--- src/hdl/ahl_map.svh ---
// Purpose: Serial port settings, reset values and timing counts of the host link
// Assumes: Included by the package and by every design file
// Notes:   Definitions only
`ifndef AHL_MAP_SVH
`define AHL_MAP_SVH

// --------------------------------------------------------------
// Clock and timing
// --------------------------------------------------------------
`define AHL_MCLK_PERIOD_PS    5000
`define AHL_POR_TIME_US       250
`define AHL_REGACQ_TIME_US    5
`define AHL_SYNC_MAX_PERIODS  2047
`define AHL_RESET_MIN_PERIODS 2048
`define AHL_RDY_HIGH_PERIODS  4
`define AHL_RDY_LOW_PERIODS   4

// --------------------------------------------------------------
// Serial port
// --------------------------------------------------------------
`define AHL_CPOL              1'b0
`define AHL_CPHA              1'b1
`define AHL_WORD_BITS         16
`define AHL_BUF_DEPTH         2

// Pin sampler reset: sclk 0, csN 1, din 0, mclkIn 0, syncRstN 1
`define AHL_PINS_RST          5'h09

`endif

--- src/hdl/ahl_pkg.sv ---
// Purpose: Types shared by the host link files
// Assumes: ahl_map.svh on the include path
// Notes:   Nothing is imported; users write ahl_pkg::name
package ahl_pkg;
`include "ahl_map.svh"

   // -----------------------------------------------------------
   // State types
   // -----------------------------------------------------------
   typedef enum logic [1:0] {RS_IDLE, RS_LOW, RS_RESET} ahl_rst_t;
   typedef enum logic [1:0] {PW_POR, PW_REGLOAD, PW_READY} ahl_pwr_t;
   typedef enum logic [1:0] {DR_IDLE, DR_HIGH, DR_LOW} ahl_sample_ready_flag_t;

   // -----------------------------------------------------------
   // Carriers
   // -----------------------------------------------------------
   typedef struct packed {
      logic                      first;
      logic [`AHL_WORD_BITS-1:0] data;
   } ahl_word_t;

   typedef struct packed {
      logic sclk;
      logic csN;
      logic din;
      logic mclkIn;
      logic syncRstN;
   } ahl_pins_t;
endpackage

--- src/hdl/ahl_word_buf.sv ---
// Purpose: Two-entry buffer for received words
// Assumes: Single clock, flush resets pointers and count
// Notes:   Valid and ready on both sides
`timescale 1ns/1ps
`include "ahl_map.svh"
module ahl_word_buf (
   input  wire logic              mclk,
   input  wire logic              reset,
   input  wire logic              flush,
   input  wire logic              inValid,
   output      logic              inReady,
   input  ahl_pkg::ahl_word_t     inWord,
   output      logic              outValid,
   input  wire logic              outReady,
   output ahl_pkg::ahl_word_t     outWord
);
   localparam int DEPTH = `AHL_BUF_DEPTH;

   ahl_pkg::ahl_word_t mem_r   [0:DEPTH-1];
   ahl_pkg::ahl_word_t mem_nxt [0:DEPTH-1];
   logic               wrPtr_r, wrPtr_nxt;
   logic               rdPtr_r, rdPtr_nxt;
   logic [1:0]         cnt_r, cnt_nxt;
   logic               push, pop;

   assign inReady  = (cnt_r != 2'(DEPTH));
   assign outValid = (cnt_r != 2'h0);
   assign outWord  = mem_r[rdPtr_r];
   assign push     = inValid & inReady;
   assign pop      = outValid & outReady;

   // -----------------------------------------------------------
   // Next state
   // -----------------------------------------------------------
   always_comb begin
      mem_nxt   = mem_r;
      wrPtr_nxt = wrPtr_r;
      rdPtr_nxt = rdPtr_r;
      cnt_nxt   = cnt_r;
      if (flush) begin
         wrPtr_nxt = 1'b0;
         rdPtr_nxt = 1'b0;
         cnt_nxt   = 2'h0;
      end else begin
         if (push) begin
            mem_nxt[wrPtr_r] = inWord;
            wrPtr_nxt        = ~wrPtr_r;
         end
         if (pop) begin
            rdPtr_nxt = ~rdPtr_r;
         end
         if (push && !pop) begin
            cnt_nxt = cnt_r + 2'h1;
         end else if (pop && !push) begin
            cnt_nxt = cnt_r - 2'h1;
         end
      end
   end

   always_ff @(posedge mclk or posedge reset) begin
      if (reset) begin
         for (int i = 0; i < DEPTH; i++) begin
            mem_r[i] <= '0;
         end
         wrPtr_r <= 1'b0;
         rdPtr_r <= 1'b0;
         cnt_r   <= 2'h0;
      end else begin
         mem_r   <= mem_nxt;
         wrPtr_r <= wrPtr_nxt;
         rdPtr_r <= rdPtr_nxt;
         cnt_r   <= cnt_nxt;
      end
   end
endmodule // ahl_word_buf

--- src/hdl/ahl_host_link.sv ---
// Purpose: Host serial port, sync/restart pin and ready pulse timing
// Assumes: All pins asynchronous to mclk (200 MHz)
// Notes:
`timescale 1ns/1ps
`include "ahl_map.svh"
module ahl_host_link #(
   parameter int POR_CYCLES =
      (`AHL_POR_TIME_US * 1000000) / `AHL_MCLK_PERIOD_PS
) (
   input  wire logic                      mclk,
   input  wire logic                      reset,
   input  wire logic                      mclkInPin,
   input  wire logic                      syncRstNPin,
   input  wire logic                      sclkPin,
   input  wire logic                      csNPin,
   input  wire logic                      dinPin,
   output      logic                      doutO,
   output      logic                      doutOeN,
   output      logic                      sampleReadyFlag,
   input  wire logic                      convDone,
   input  wire logic [`AHL_WORD_BITS-1:0] txWord,
   input  wire logic                      txValid,
   output      logic                      txReady,
   output ahl_pkg::ahl_word_t             rxWord,
   output      logic                      rxValid,
   input  wire logic                      rxReady,
   output      logic                      syncPulse,
   output      logic                      deviceResetting,
   output      logic                      linkReady,
   output      logic                      rxOverrun
);
   localparam int WB = `AHL_WORD_BITS;
   localparam int ACQ_CYCLES =
      (`AHL_REGACQ_TIME_US * 1000000) / `AHL_MCLK_PERIOD_PS;
   localparam logic [11:0] RST_LAST = 12'(`AHL_RESET_MIN_PERIODS - 1);
   localparam logic [11:0] RST_FULL = 12'(`AHL_RESET_MIN_PERIODS);
   localparam logic [16:0] POR_LAST = 17'(POR_CYCLES - 1);
   localparam logic [16:0] ACQ_LAST = 17'(ACQ_CYCLES - 1);
   localparam logic [2:0]  HI_LAST  = 3'(`AHL_RDY_HIGH_PERIODS - 1);
   localparam logic [2:0]  LO_LAST  = 3'(`AHL_RDY_LOW_PERIODS - 1);
   localparam logic [3:0]  BIT_LAST = 4'(WB - 1);

   // -----------------------------------------------------------
   // Pin synchronisers
   // -----------------------------------------------------------
   ahl_pkg::ahl_pins_t pinsIn, pinsMeta_r, pinsSync_r, pinsLast_r;
   logic mclkInFall, leadEdge, trailEdge, launchEdge, captureEdge;
   logic csFall;

   assign pinsIn = '{sclk: sclkPin, csN: csNPin, din: dinPin,
                     mclkIn: mclkInPin, syncRstN: syncRstNPin};

   always_ff @(posedge mclk or posedge reset) begin
      if (reset) begin
         pinsMeta_r <= `AHL_PINS_RST;
         pinsSync_r <= `AHL_PINS_RST;
         pinsLast_r <= `AHL_PINS_RST;
      end else begin
         pinsMeta_r <= pinsIn;
         pinsSync_r <= pinsMeta_r;
         pinsLast_r <= pinsSync_r;
      end
   end

   assign mclkInFall = pinsLast_r.mclkIn & ~pinsSync_r.mclkIn;
   assign leadEdge   = (pinsSync_r.sclk != `AHL_CPOL) &&
                       (pinsLast_r.sclk == `AHL_CPOL);
   assign trailEdge  = (pinsSync_r.sclk == `AHL_CPOL) &&
                       (pinsLast_r.sclk != `AHL_CPOL);
   assign launchEdge  = `AHL_CPHA ? leadEdge : trailEdge;
   assign captureEdge = `AHL_CPHA ? trailEdge : leadEdge;
   assign csFall     = pinsLast_r.csN & ~pinsSync_r.csN;

   // -----------------------------------------------------------
   // Sync/restart pin measurement
   // -----------------------------------------------------------
   ahl_pkg::ahl_rst_t rstState_r, rstState_nxt;
   logic [11:0]       lowCnt_r, lowCnt_nxt;
   logic              syncPulse_r, syncPulse_nxt;

   always_comb begin
      rstState_nxt  = rstState_r;
      lowCnt_nxt    = lowCnt_r;
      syncPulse_nxt = 1'b0;
      if (mclkInFall) begin
         case (rstState_r)
            ahl_pkg::RS_IDLE: begin
               if (!pinsSync_r.syncRstN) begin
                  rstState_nxt = ahl_pkg::RS_LOW;
                  lowCnt_nxt   = 12'h001;
               end
            end
            ahl_pkg::RS_LOW: begin
               if (pinsSync_r.syncRstN) begin
                  syncPulse_nxt = 1'b1;
                  rstState_nxt  = ahl_pkg::RS_IDLE;
                  lowCnt_nxt    = 12'h000;
               end else if (lowCnt_r == RST_LAST) begin
                  rstState_nxt  = ahl_pkg::RS_RESET;
                  lowCnt_nxt    = RST_FULL;
               end else begin
                  lowCnt_nxt    = lowCnt_r + 12'h001;
               end
            end
            ahl_pkg::RS_RESET: begin
               if (pinsSync_r.syncRstN) begin
                  rstState_nxt = ahl_pkg::RS_IDLE;
                  lowCnt_nxt   = 12'h000;
               end
            end
            default: begin
               rstState_nxt = ahl_pkg::RS_IDLE;
               lowCnt_nxt   = 12'h000;
            end
         endcase
      end
   end

   always_ff @(posedge mclk or posedge reset) begin
      if (reset) begin
         rstState_r  <= ahl_pkg::RS_IDLE;
         lowCnt_r    <= 12'h000;
         syncPulse_r <= 1'b0;
      end else begin
         rstState_r  <= rstState_nxt;
         lowCnt_r    <= lowCnt_nxt;
         syncPulse_r <= syncPulse_nxt;
      end
   end

   assign syncPulse       = syncPulse_r;
   assign deviceResetting = (rstState_r == ahl_pkg::RS_RESET);

   // -----------------------------------------------------------
   // Power-on and default load sequencing
   // -----------------------------------------------------------
   ahl_pkg::ahl_pwr_t pwrState_r, pwrState_nxt;
   logic [16:0]       timer_r, timer_nxt;
   logic              linkReady_r;

   always_comb begin
      pwrState_nxt = pwrState_r;
      timer_nxt    = timer_r + 17'h00001;
      case (pwrState_r)
         ahl_pkg::PW_POR: begin
            if (timer_r == POR_LAST) begin
               pwrState_nxt = ahl_pkg::PW_REGLOAD;
               timer_nxt    = 17'h00000;
            end
         end
         ahl_pkg::PW_REGLOAD: begin
            if (timer_r == ACQ_LAST) begin
               pwrState_nxt = ahl_pkg::PW_READY;
               timer_nxt    = 17'h00000;
            end
         end
         default: begin
            timer_nxt = 17'h00000;
         end
      endcase
      if (deviceResetting && pwrState_r != ahl_pkg::PW_POR) begin
         pwrState_nxt = ahl_pkg::PW_REGLOAD;
         timer_nxt    = 17'h00000;
      end
   end

   always_ff @(posedge mclk or posedge reset) begin
      if (reset) begin
         pwrState_r  <= ahl_pkg::PW_POR;
         timer_r     <= 17'h00000;
         linkReady_r <= 1'b0;
      end else begin
         pwrState_r  <= pwrState_nxt;
         timer_r     <= timer_nxt;
         linkReady_r <= (pwrState_nxt == ahl_pkg::PW_READY);
      end
   end

   assign linkReady = linkReady_r;

   // -----------------------------------------------------------
   // Serial shifters
   // -----------------------------------------------------------
   logic [WB-1:0]      txShift_r, txShift_nxt, rxShift_r, rxShift_nxt;
   logic [3:0]         txCnt_r, txCnt_nxt, rxCnt_r, rxCnt_nxt;
   logic               first_r, first_nxt, dout_r, dout_nxt;
   logic               oeN_r, oeN_nxt, pushValid_r, pushValid_nxt;
   logic               overrun_r, overrun_nxt, txTake, bufInReady;
   ahl_pkg::ahl_word_t push_r, push_nxt;

   always_comb begin
      txShift_nxt   = txShift_r;
      rxShift_nxt   = rxShift_r;
      txCnt_nxt     = txCnt_r;
      rxCnt_nxt     = rxCnt_r;
      first_nxt     = first_r;
      dout_nxt      = dout_r;
      oeN_nxt       = oeN_r;
      push_nxt      = push_r;
      pushValid_nxt = 1'b0;
      txTake        = 1'b0;
      if (!linkReady_r || pinsSync_r.csN) begin
         oeN_nxt   = 1'b1;
         dout_nxt  = 1'b0;
         txCnt_nxt = 4'h0;
         rxCnt_nxt = 4'h0;
      end else if (csFall) begin
         oeN_nxt     = 1'b0;
         txShift_nxt = txValid ? txWord : '0;
         txTake      = 1'b1;
         first_nxt   = 1'b1;
      end else begin
         if (launchEdge) begin
            dout_nxt = txShift_r[WB-1];
            if (txCnt_r == BIT_LAST) begin
               txShift_nxt = txValid ? txWord : '0;
               txTake      = 1'b1;
               txCnt_nxt   = 4'h0;
            end else begin
               txShift_nxt = {txShift_r[WB-2:0], 1'b0};
               txCnt_nxt   = txCnt_r + 4'h1;
            end
         end
         if (captureEdge) begin
            rxShift_nxt = {rxShift_r[WB-2:0], pinsSync_r.din};
            if (rxCnt_r == BIT_LAST) begin
               pushValid_nxt = 1'b1;
               push_nxt      = '{first: first_r, data: rxShift_nxt};
               first_nxt     = 1'b0;
               rxCnt_nxt     = 4'h0;
            end else begin
               rxCnt_nxt = rxCnt_r + 4'h1;
            end
         end
      end
      overrun_nxt = (overrun_r & ~deviceResetting) |
                    (pushValid_r & ~bufInReady);
   end

   always_ff @(posedge mclk or posedge reset) begin
      if (reset) begin
         txShift_r   <= '0;
         rxShift_r   <= '0;
         txCnt_r     <= 4'h0;
         rxCnt_r     <= 4'h0;
         first_r     <= 1'b0;
         dout_r      <= 1'b0;
         oeN_r       <= 1'b1;
         push_r      <= '0;
         pushValid_r <= 1'b0;
         overrun_r   <= 1'b0;
      end else begin
         txShift_r   <= txShift_nxt;
         rxShift_r   <= rxShift_nxt;
         txCnt_r     <= txCnt_nxt;
         rxCnt_r     <= rxCnt_nxt;
         first_r     <= first_nxt;
         dout_r      <= dout_nxt;
         oeN_r       <= oeN_nxt;
         push_r      <= push_nxt;
         pushValid_r <= pushValid_nxt;
         overrun_r   <= overrun_nxt;
      end
   end

   assign doutO     = dout_r;
   assign doutOeN   = oeN_r;
   assign txReady   = txTake;
   assign rxOverrun = overrun_r;

   ahl_word_buf u_buf (
      .mclk     (mclk),
      .reset    (reset),
      .flush    (deviceResetting),
      .inValid  (pushValid_r),
      .inReady  (bufInReady),
      .inWord   (push_r),
      .outValid (rxValid),
      .outReady (rxReady),
      .outWord  (rxWord)
   );

   // -----------------------------------------------------------
   // Sample ready pulse
   // -----------------------------------------------------------
   ahl_pkg::ahl_sample_ready_flag_t drState_r, drState_nxt;
   logic [2:0]         drCnt_r, drCnt_nxt;
   logic               pending_r, pending_nxt, flag_r;

   always_comb begin
      drState_nxt = drState_r;
      drCnt_nxt   = drCnt_r;
      pending_nxt = pending_r | convDone;
      case (drState_r)
         ahl_pkg::DR_IDLE: begin
            if (pending_r && linkReady_r && mclkInFall) begin
               drState_nxt = ahl_pkg::DR_HIGH;
               drCnt_nxt   = 3'h0;
               pending_nxt = convDone;
            end
         end
         ahl_pkg::DR_HIGH: begin
            if (mclkInFall) begin
               if (drCnt_r == HI_LAST) begin
                  drState_nxt = ahl_pkg::DR_LOW;
                  drCnt_nxt   = 3'h0;
               end else begin
                  drCnt_nxt = drCnt_r + 3'h1;
               end
            end
         end
         default: begin
            if (mclkInFall) begin
               if (drCnt_r == LO_LAST) begin
                  drState_nxt = ahl_pkg::DR_IDLE;
                  drCnt_nxt   = 3'h0;
                  if (pending_r && linkReady_r) begin
                     drState_nxt = ahl_pkg::DR_HIGH;
                     pending_nxt = convDone;
                  end
               end else begin
                  drCnt_nxt = drCnt_r + 3'h1;
               end
            end
         end
      endcase
      if (deviceResetting) begin
         drState_nxt = ahl_pkg::DR_IDLE;
         drCnt_nxt   = 3'h0;
         pending_nxt = convDone;
      end
   end

   always_ff @(posedge mclk or posedge reset) begin
      if (reset) begin
         drState_r <= ahl_pkg::DR_IDLE;
         drCnt_r   <= 3'h0;
         pending_r <= 1'b0;
         flag_r    <= 1'b0;
      end else begin
         drState_r <= drState_nxt;
         drCnt_r   <= drCnt_nxt;
         pending_r <= pending_nxt;
         flag_r    <= (drState_nxt == ahl_pkg::DR_HIGH);
      end
   end

   assign sampleReadyFlag = flag_r;
endmodule // ahl_host_link

--- config.mk ---
export PLATFORM = sky130hd
export DESIGN_NAME = ahl_host_link
export DESIGN_NICKNAME = d
export VERILOG_FILES = /design/src/hdl/ahl_pkg.sv /design/src/hdl/ahl_word_buf.sv /design/src/hdl/ahl_host_link.sv
export VERILOG_INCLUDE_DIRS = /design/src /design/src/hdl
export SDC_FILE = /design/constraint.sdc
export NUM_CORES = 1
export LEC_CHECK = 0
export ABC_CLOCK_PERIOD_IN_PS = 5800
export BUFFER_PORTS_ARGS = -buffer_cell sky130_fd_sc_hd__buf_4
export CAP_MARGIN = 20
export CORE_UTILIZATION = 60
export DETAILED_ROUTE_END_ITERATION = 7
export GPL_TIMING_DRIVEN = 1
export MAX_ROUTING_LAYER = met4
export PLACE_DENSITY = 0.91
export SETUP_SLACK_MARGIN = 0.1
export SYNTH_ARGS = -nofsm -noshare
export SYNTH_HDL_FRONTEND = slang
export SYNTH_SLANG_ARGS = --single-unit
--- constraint.sdc ---
create_clock -name mclk -period 5.8 [get_ports mclk]
set_input_delay 0.87 -clock mclk [delete_from_list [all_inputs] [get_ports mclk]]
set_output_delay 0.87 -clock mclk [all_outputs]
set_load 0.1 [all_outputs]
==> flow_summary.yaml, run 1 <==
routing:
  viasPerCell: 5.987
  drc_errors: 0
  first_iter_violations: 273
  vias: 4520
  ant_nets: 0
  dr.pass1.iters: 4
  post_drt_wl_per_cell_um: 17.75
  wl_mm: 13.40
synthesis:
  ys_seq_area_share_pct: 56.74
  synth-compound-area-share_pct: 9.193
  synth_mux_area_share_pct: 15.26
  synth-main-ff-cell: "dfrtp_1"
  synth_top_family_by_area: "multiplexers"
  synthDominantCellAreaShare_pct: 54.42
  yosys_warnings: 0
  synth-edff-count: 0
  postSynthCellCount: 552
  synth-simple-area-share_pct: 13.11
  synth-xor-area-share_pct: 2.188
  synthDistinctLibCells: 67
  synth_nets: 583
  synthTopCellsByCount: "dfrtp_1, mux2_2, nor2_1, nand2_1, a21oi_1"
  synth.most_common_cell: "dfrtp_1"
  netlist_area_um2: 6805
  synth_adder_area_share_pct: 0.9193
  ys_async_sr_fraction_pct: 100.0
  synth.area.top_cells: "dfrtp_1, mux2_2, dfstp_2"
  yosysTopAreaCell: "dfrtp_1"
  synth_area_per_cell_um2: 12.33
  yosys_register_bits: 154
worst_setup_path:
  critPathLaunchType: "flop"
  critical_path.max_fanout: 18
  endpoint_kind: "output pin"
  cp_slowest_cell: "o21ai_1"
  rrSetupSlack_ns: 3.21
  critPathTopFamily: "compound AO/OA/AOI/OAI gates"
  critPathKind: "reg -> out"
  path_cells: "nor2b_1 > o21ai_1 > a21oi_1 > buf_4"
  cp.buffers_inverters: 1
  critPathMaxStageDelay_ns: 0.75
  crit_required_ns: 4.93
  critical_path_arrival_ns: 2.24
clock_network:
  path_clk_slew_ns: 0.07
  cts_made_buffers: 17
  cts-resized-gates: 0
  postCtsSetupBuffers: 0
  cts_hold_buf: 0
  root_buffer: "clkbuf_16"
  htreeDepth: 4
  cts.sinks: 154
  worstSkewPairLatency_ns: 0.43
  cts.path.max_buffers: 2
  cts_tree: "yes"
finish:
  nets: 633
  area_growth_pct: 15.79
  antenna_cells: 0
  layout-drive-gt1-share_pct: 31.87
floorplan:
  die_w_um: 108.5
  initial_core_util_pct: 62.23
  ios: 52
  core_region_area_um2: 10940
  num_rows: 38
  dieHeight_um: 108.5
  die_area_um2: 11770
sta:
  setup_ws_ns: 2.690
  tightestPinTransition_ns: 0.9909
  setup_tns_ns: 0
  slew_viol_final: 0
  period_share_pct: 53.61
  rsz0062_at_grt: "false"
  setup_violations: 0
  maxSlewHeadroom_pct: 33.82
  finalHoldViolations: 0
  fmaxAchievable_ghz: 0.3216
  skew_ns: 0.01221
  post-route-min-period_ns: 3.110
pwr:
  total_leakage_power_nw: 3.706
  peakVddDrop_v: 0.0002030
  powerDensity_nw_per_um2: 301.3
  power_mw: 2.374
grt:
  grt_pass1_vias: 4499
  grt_start_max_net_pins: 99
  overflow: 0
  track_usage_pct: 25.25
  antenna_found_initial: 0
  grt_pass1_wl_mm: 21.78
placed_design:
  routabilityCongestion: 0.8459
  numPortBuffers: 51
  hpwl_mm: 8.270
  post-place-ws_ns: 3.215
job:
  drv_cap: 0
outcome:
  status: "completed"
hold_path:
  min_path_type: "reg -> reg"
[path summary, 6_finish.rpt]
path                          startpoint  cells past startpoint            end
min reg2reg                pinsMeta_r[2]                      0  pinsSync_r[2]
min in group asynchronous          reset                      2     txCnt_r[0]
max                        pinsSync_r[4]                      4        txReady
max in group asynchronous          reset                      3   rxShift_r[9]
max reg2reg                pinsSync_r[4]                      4      push_r[2]
min                        pinsMeta_r[2]                      0  pinsSync_r[2]
[layout by cell type (no fill, tap or decap), drive strengths merged, types with 8 or more instances in the layout]
cell / n
dfrtp: 148
mux2: 86
buf: 54
nor2: 38
nand2: 25
a21oi: 21
o21ai: 20
inv: 20
and2: 18
clkbuf: 17
a221o: 16
nand3: 14
xor2: 9
nand4: 9
xnor2: 8
[per-stage QoR]
step / cell area (um2) / util (%) / hold WS [ns] / instances
2_1_floorplan: 6805 / - / 0.3312 / 552
6_report: 7880 / 72.06 / 0.3508 / 755
3_3_place_gp: 7256 / 66.35 / 0.3334 / 722
4_1_cts: 7869 / 71.96 / 0.3521 / 754
3_5_place_dp: 7256 / 66.35 / 0.3378 / 722
5_1_grt: 7880 / 72.06 / 0.3551 / 755
[power breakdown]
group	switching [mW]	internal [mW]	leakage (nW)	total (mW)
Sequential	0.0381	1.09	2.07	1.13
Clock	0.463	0.687	0.297	1.15
Combinational	0.0461	0.0474	1.34	0.0935
[registers in the layout, indices dropped and copies added, names as in the netlist, 2 cells and up]
register     flops
u_buf.mem_r     34
push_r          17
timer_r         17
txShift_r       16
rxShift_r       15
lowCnt_r        12
pinsMeta_r       5
pinsSync_r       5
rxCnt_r          4
txCnt_r          4
drCnt_r          3
pinsLast_r       3
drState_r        2
pwrState_r       2
rstState_r       2
u_buf.cnt_r      2
[cells by family (layout without fill, tap and decap cells)]
family / count (synthesis) / after routing
xor gates and xnor gates: 17 / 17
adders and majority gates: 5 / 5
DFF: 154 / 154
AOI/OAI and AO/OA: 87 / 87
buffers and inverters: 36 / 99
muxes: 93 / 93
and+or+nand+nor: 160 / 160
[worst reg2reg max path: stages (launching register included)]
cell	delay (ns)
dfrtp_1	0.45
nor3b_2	0.40
nand2_2	0.36
nor2_2	0.83
mux2_2	0.44
[layout make-up]
class	instances	area [um2]
multi-input combinational	362	2768
inverter	13	53.80
clock buffer	17	425.4
clock inverter	15	187.7
timing repair buffer	54	409.1
sequential	154	3861
fill	702	3055
tap	140	175.2
[routing by layer]
| layer | share of wire (%) | wire (um) | GRT usage (%) | vias up |
|---|---|---|---|---|
| met4 | 2.3 | 306 | 9.846 | 0 |
| met2 | 51 | 6891 | 40.37 | 118 |
| li1 | - | - | - | 2110 |
| met5 | 0 | 0 | - | - |
| met3 | 3.8 | 510 | 5.726 | 28 |
| met1 | 42 | 5690 | 31.35 | 2264 |
(Power assumes the default switching activity.)
==> inputs of run 2 (changes only) <==
ABC_CLOCK_PERIOD_IN_PS = 3100   (was 5800)
clock period = 3.1 ns   (was 5.8 ns; I/O delays follow)
==> run 2 against run 1 <==
Worst setup slack got worse by 2.1 ns. Count of clock-buffer cells in the layout rose by 3. Sequential power rose by 88%. Largest power group is now registers. Worst hold slack worse by 0.24 ns. Via count is 4.0% higher. Clock skew fell by 0.0033 ns. Critical path depth up 1. Largest cell class unchanged.
==> flow_summary.yaml, run 2 (synthesis results as in run 1) <==
outcome:
  status: "completed"
clock_network:
  cts_hold_buf: 0
  cts.sinks: 154
  htreeDepth: 4
  path_clk_slew_ns: 0.06
  cts-resized-gates: 0
  cts_made_buffers: 17
  root_buffer: "clkbuf_16"
  cts.path.max_buffers: 2
  postCtsSetupBuffers: 0
  cts_tree: "yes"
  worstSkewPairLatency_ns: 0.42
floorplan:
  die_w_um: 108.5
  ios: 52
  num_rows: 38
  dieHeight_um: 108.5
  core_region_area_um2: 10940
  initial_core_util_pct: 62.23
  die_area_um2: 11770
grt:
  overflow: 0
  grt_start_max_net_pins: 131
  grt_pass1_wl_mm: 23.69
  track_usage_pct: 27.37
  antenna_found_initial: 0
  grt_pass1_vias: 4796
finish:
  layout-drive-gt1-share_pct: 32.04
  regArea_um2: 3861
  antenna_cells: 0
  largest_register_ffs: 34
  layoutNonFillerInstCount: 758
  top_regs: "u_buf.mem_r (34), push_r (17), timer_r (17)"
  fillers: 703
  area_growth_pct: 15.78
  final_common_cell: "dfrtp_1"
  top_register: "u_buf.mem_r"
  final_area_um2: 7879
  layout_common_cells: "dfrtp_1, mux2_2, buf_4, nor2_1, nand2_1"
  multi_input_area_um2: 2771
  nets: 637
worst_setup_path:
  critical_path_arrival_ns: 2.78
  cp_slowest_cell: "nor2_2"
  critPathKind: "reg -> reg"
  critical_path.max_fanout: 16
  path_cells: "nor3b_2 > nand2_2 > nor2_2 > buf_4 > mux2_2"
  critPathLaunchType: "flop"
  endpoint_kind: "flop"
  critPathMaxStageDelay_ns: 0.49
  critPathTopFamily: "simple AND/OR/NAND/NOR gates"
  cp.buffers_inverters: 1
  crit_required_ns: 3.39
sta:
  period_share_pct: 80.28
  skew_ns: 0.008944
  finalHoldViolations: 0
  slew_viol_final: 0
  tightestPinTransition_ns: 1.044
  post-route-min-period_ns: 2.489
  fmaxAchievable_ghz: 0.4018
  maxSlewHeadroom_pct: 30.13
  setup_ws_ns: 0.6112
  setup_violations: 0
  setup_tns_ns: 0
  hold_slack_ns: 0.1065
  rsz0062_at_grt: "false"
job:
  drv_cap: 0
hold_path:
  min_path_type: "in -> async"
routing:
  vias: 4699
  first_iter_violations: 272
  ant_nets: 0
  viasPerCell: 6.199
  wl_mm: 14.36
  post_drt_wl_per_cell_um: 18.94
  dr.pass1.iters: 6
  drc_errors: 0
placed_design:
  post-place-cells: 726
  routabilityCongestion: 0.8875
  numPortBuffers: 51
  hpwl_mm: 8.951
  post-place-ws_ns: 0.7133
  place_area_um2: 7301
pwr:
  total_leakage_power_nw: 3.699
  peakVddDrop_v: 0.0003151
  powerDensity_nw_per_um2: 545.4
## run 2: changes by cell type in the layout (fill, tap and decap cells not counted), sizes merged
cell / previous run / this run
inv: 20 / 12
buf: 54 / 58
clkbuf: 17 / 20
clkinv: 3 / 6
clkinvlp: 2 / 4
bufinv: 3 / 2
## run 2: routing by layer
metal	vias up	wire length [um]	GRT usage, %
met5	-	0	-
met2	161	7704	45.80
li1	2118	-	-
met4	0	364	11.20
met1	2376	5727	32.84
met3	44	559	4.882
## run 2: final timing paths
kind | start | endpoint | slack (ns) | cells past startpoint
min | reset | timer_r[11] | 0.11 | 2
max | pinsSync_r[4] | push_r[3] | 0.61 | 5
min in group mclk | sclkPin | pinsMeta_r[4] | 0.15 | 1
min reg2reg | pinsMeta_r[0] | pinsSync_r[0] | 0.35 | 0
max reg2reg | pinsSync_r[4] | push_r[3] | 0.61 | 5
max in group asynchronous | reset | lowCnt_r[5] | 1.96 | 3
## run 2: through the flow
step	power (mW)	util (%)
floorplan	2.262	-
global placement	2.324	66.76
detailed placement	2.335	66.76
CTS	4.322	71.98
global route	4.419	72.05
finish	4.297	72.05
## run 2: layout make-up
cell class                      count  area share [%]
Tap cell                          140           2.223
Clock buffer                       20           5.669
Sequential cell                   154           49.01
Clock inverter                     11           1.572
Inverter                           13          0.6670
Multi-Input combinational cell    362           35.18
Timing Repair Buffer               58           5.685
## run 2: worst register-to-register path: stages (launching register included)
cell and delay [ns]:
dfrtp_1 0.43, nor3b_2 0.42, nand2_2 0.36, nor2_2 0.50, buf_4 0.29, mux2_2 0.37
## run 2: where the power goes
group	internal [mW]	leakage [nW]	switching (mW)
clock network	1.20	0.272	0.796
logic	0.0909	1.36	0.0880
registers	2.05	2.07	0.0752
==> inputs of run 3 (changes only) <==
ABC_CLOCK_PERIOD_IN_PS = 2400   (was 3100)
clock period = 2.4 ns   (was 3.1 ns; I/O delays follow)
==> run 3 against run 2 <==
Die area unchanged. Critical path type is now reg -> out. Highest routed layer unchanged. Critical path depth stayed put. Design area up 1.5%. Sequential power is 26% higher. Largest cell class unchanged. Worst setup slack got worse by 0.41 ns. First-iteration DRC count shrank 14%.
==> flow_summary.yaml, run 3 (synthesis results as in run 1) <==
placed_design:
  post-place-cells: 734
  hpwl_mm: 8.807
  place_area_um2: 7382
  post-place-ws_ns: 0.3090
  routabilityCongestion: 0.8857
  numPortBuffers: 51
finish:
  layout_common_cells: "dfrtp_1, mux2_2, buf_4, nor2_1, nand2_1"
  area_growth_pct: 17.56
  final_area_um2: 8000
  nets: 644
  layout-drive-gt1-share_pct: 33.28
  largest_register_ffs: 34
  layoutNonFillerInstCount: 765
  antenna_cells: 0
  final_common_cell: "dfrtp_1"
  top_register: "u_buf.mem_r"
  top_regs: "u_buf.mem_r (34), push_r (17), timer_r (17)"
  final_core_util_pct: 73.16
floorplan:
  dieHeight_um: 108.5
  core_region_area_um2: 10940
  die_w_um: 108.5
  ios: 52
  num_rows: 38
  initial_core_util_pct: 62.23
  die_area_um2: 11770
worst_setup_path:
  critPathTopFamily: "buffers and inverters"
  critPathKind: "reg -> out"
  critPathLaunchType: "flop"
  critical_path_arrival_ns: 1.84
  path_cells: "nor2b_1 > o21ai_1 > buf_4 > a21oi_4 > buf_6"
  endpoint_kind: "output pin"
  rrSetupSlack_ns: 0.31
  cp_slowest_cell: "dfrtp_2"
  cp.buffers_inverters: 2
  critPathMaxStageDelay_ns: 0.41
  crit_required_ns: 2.04
  critical_path.max_fanout: 17
sta:
  hold_slack_ns: 0.01863
  slew_viol_final: 0
  fmaxAchievable_ghz: 0.4552
  finalHoldViolations: 0
  period_share_pct: 91.54
  setup_ws_ns: 0.2031
  skew_ns: 0.007793
  setup_violations: 0
  tightestPinTransition_ns: 1.020
  rsz0062_at_grt: "false"
  setup_tns_ns: 0
  post-route-min-period_ns: 2.197
  maxSlewHeadroom_pct: 31.87
routing:
  first_iter_violations: 233
  post_drt_wl_per_cell_um: 18.57
  ant_nets: 0
  vias: 4641
  drc_errors: 0
  viasPerCell: 6.067
  dr.pass1.iters: 6
  wl_mm: 14.21
pwr:
  power_mw: 5.783
  powerDensity_nw_per_um2: 722.9
  p_switching_mw: 1.302
  seqPwrFrac_pct: 46.4
  intPower_mw: 4.482
  p_comb_share_pct: 5.5
  p_sw_share_pct: 22.50
  total_leakage_power_nw: 3.757
  pwr-share-clk_pct: 48.1
  peakVddDrop_v: 0.0003890
job:
  drv_cap: 0
grt:
  antenna_found_initial: 0
  overflow: 0
  track_usage_pct: 27.78
  grt_start_max_net_pins: 68
  grt_pass1_vias: 4973
  grt_pass1_wl_mm: 24.13
clock_network:
  htreeDepth: 4
  path_clk_slew_ns: 0.06
  cts_hold_buf: 0
  cts_tree: "yes"
  cts.path.max_buffers: 2
  cts.sinks: 154
  postCtsSetupBuffers: 0
  root_buffer: "clkbuf_16"
  cts_made_buffers: 17
  worstSkewPairLatency_ns: 0.43
hold_path:
  min_path_type: "in -> async"
outcome:
  status: "completed"
==> run 3: changes by cell type in the layout (fill, tap and decap cells not counted), moves of 2 or more <==
| cell | previous run | this run |
|---|---|---|
| inv_6 | 0 | 4 |
| buf_4 | 57 | 62 |
| clkbuf_1 | 2 | 0 |
| clkinv_4 | 3 | 1 |
| clkinv_2 | 3 | 1 |
==> run 3: per-layer routing <==
layer  track usage (%)  wire [um]  up-vias
met3             6.329        464       36
met2             46.52       7609      115
li1                  -          -     2118
met5                 -          0        -
met1             32.55       5766     2372
met4             10.91        366        0
==> run 3: layout make-up <==
class,instances,area [um2]
Clock buffer,19,452.9
Clock inverter,12,161.4
Sequential cell,154,3862
Inverter,13,52.55
Multi-Input combinational cell,362,2779
Fill cell,693,2935
Tap cell,140,175.2
Timing Repair Buffer,65,516.7
==> run 3: worst register-to-register path: cells and delay by family (launching register included) <==
family | cells | cell delay [ns]
AO/OA/AOI/OAI | 2 | 0.69
adder cells (fa/ha/maj) | 1 | 0.23
flip-flops | 1 | 0.41
AND/OR/NAND/NOR | 2 | 0.64
==> run 3: power groups by stage <==
stage / clock, mW / combinational [mW] / sequential [mW]
final: 2.78 / 0.319 / 2.68
after global routing: 2.93 / 0.349 / 2.69
after CTS: 2.81 / 0.321 / 2.68
after detailed placement: 0 / 0.315 / 2.73
after global placement: 0 / 0.303 / 2.72
after floorplan: 0 / 0.206 / 2.72
==> run 3: worst paths after layout <==
check                                end  cells after the start     startpoint
max                              txReady                      5      linkReady
min                         txShift_r[2]                      2          reset
max reg2reg                   timer_r[2]                      5     timer_r[0]
min reg2reg                pinsSync_r[4]                      0  pinsMeta_r[4]
max in group asynchronous  pinsMeta_r[0]                      3          reset
min in group mclk          pinsMeta_r[3]                      1         csNPin
==> run 3: what timing repair did <==
item | in CTS | in global routing
endpoints found under the hold margin | 0 | 0
endpoints found under the setup margin | 0 | 1
resized for setup | 0 | 1
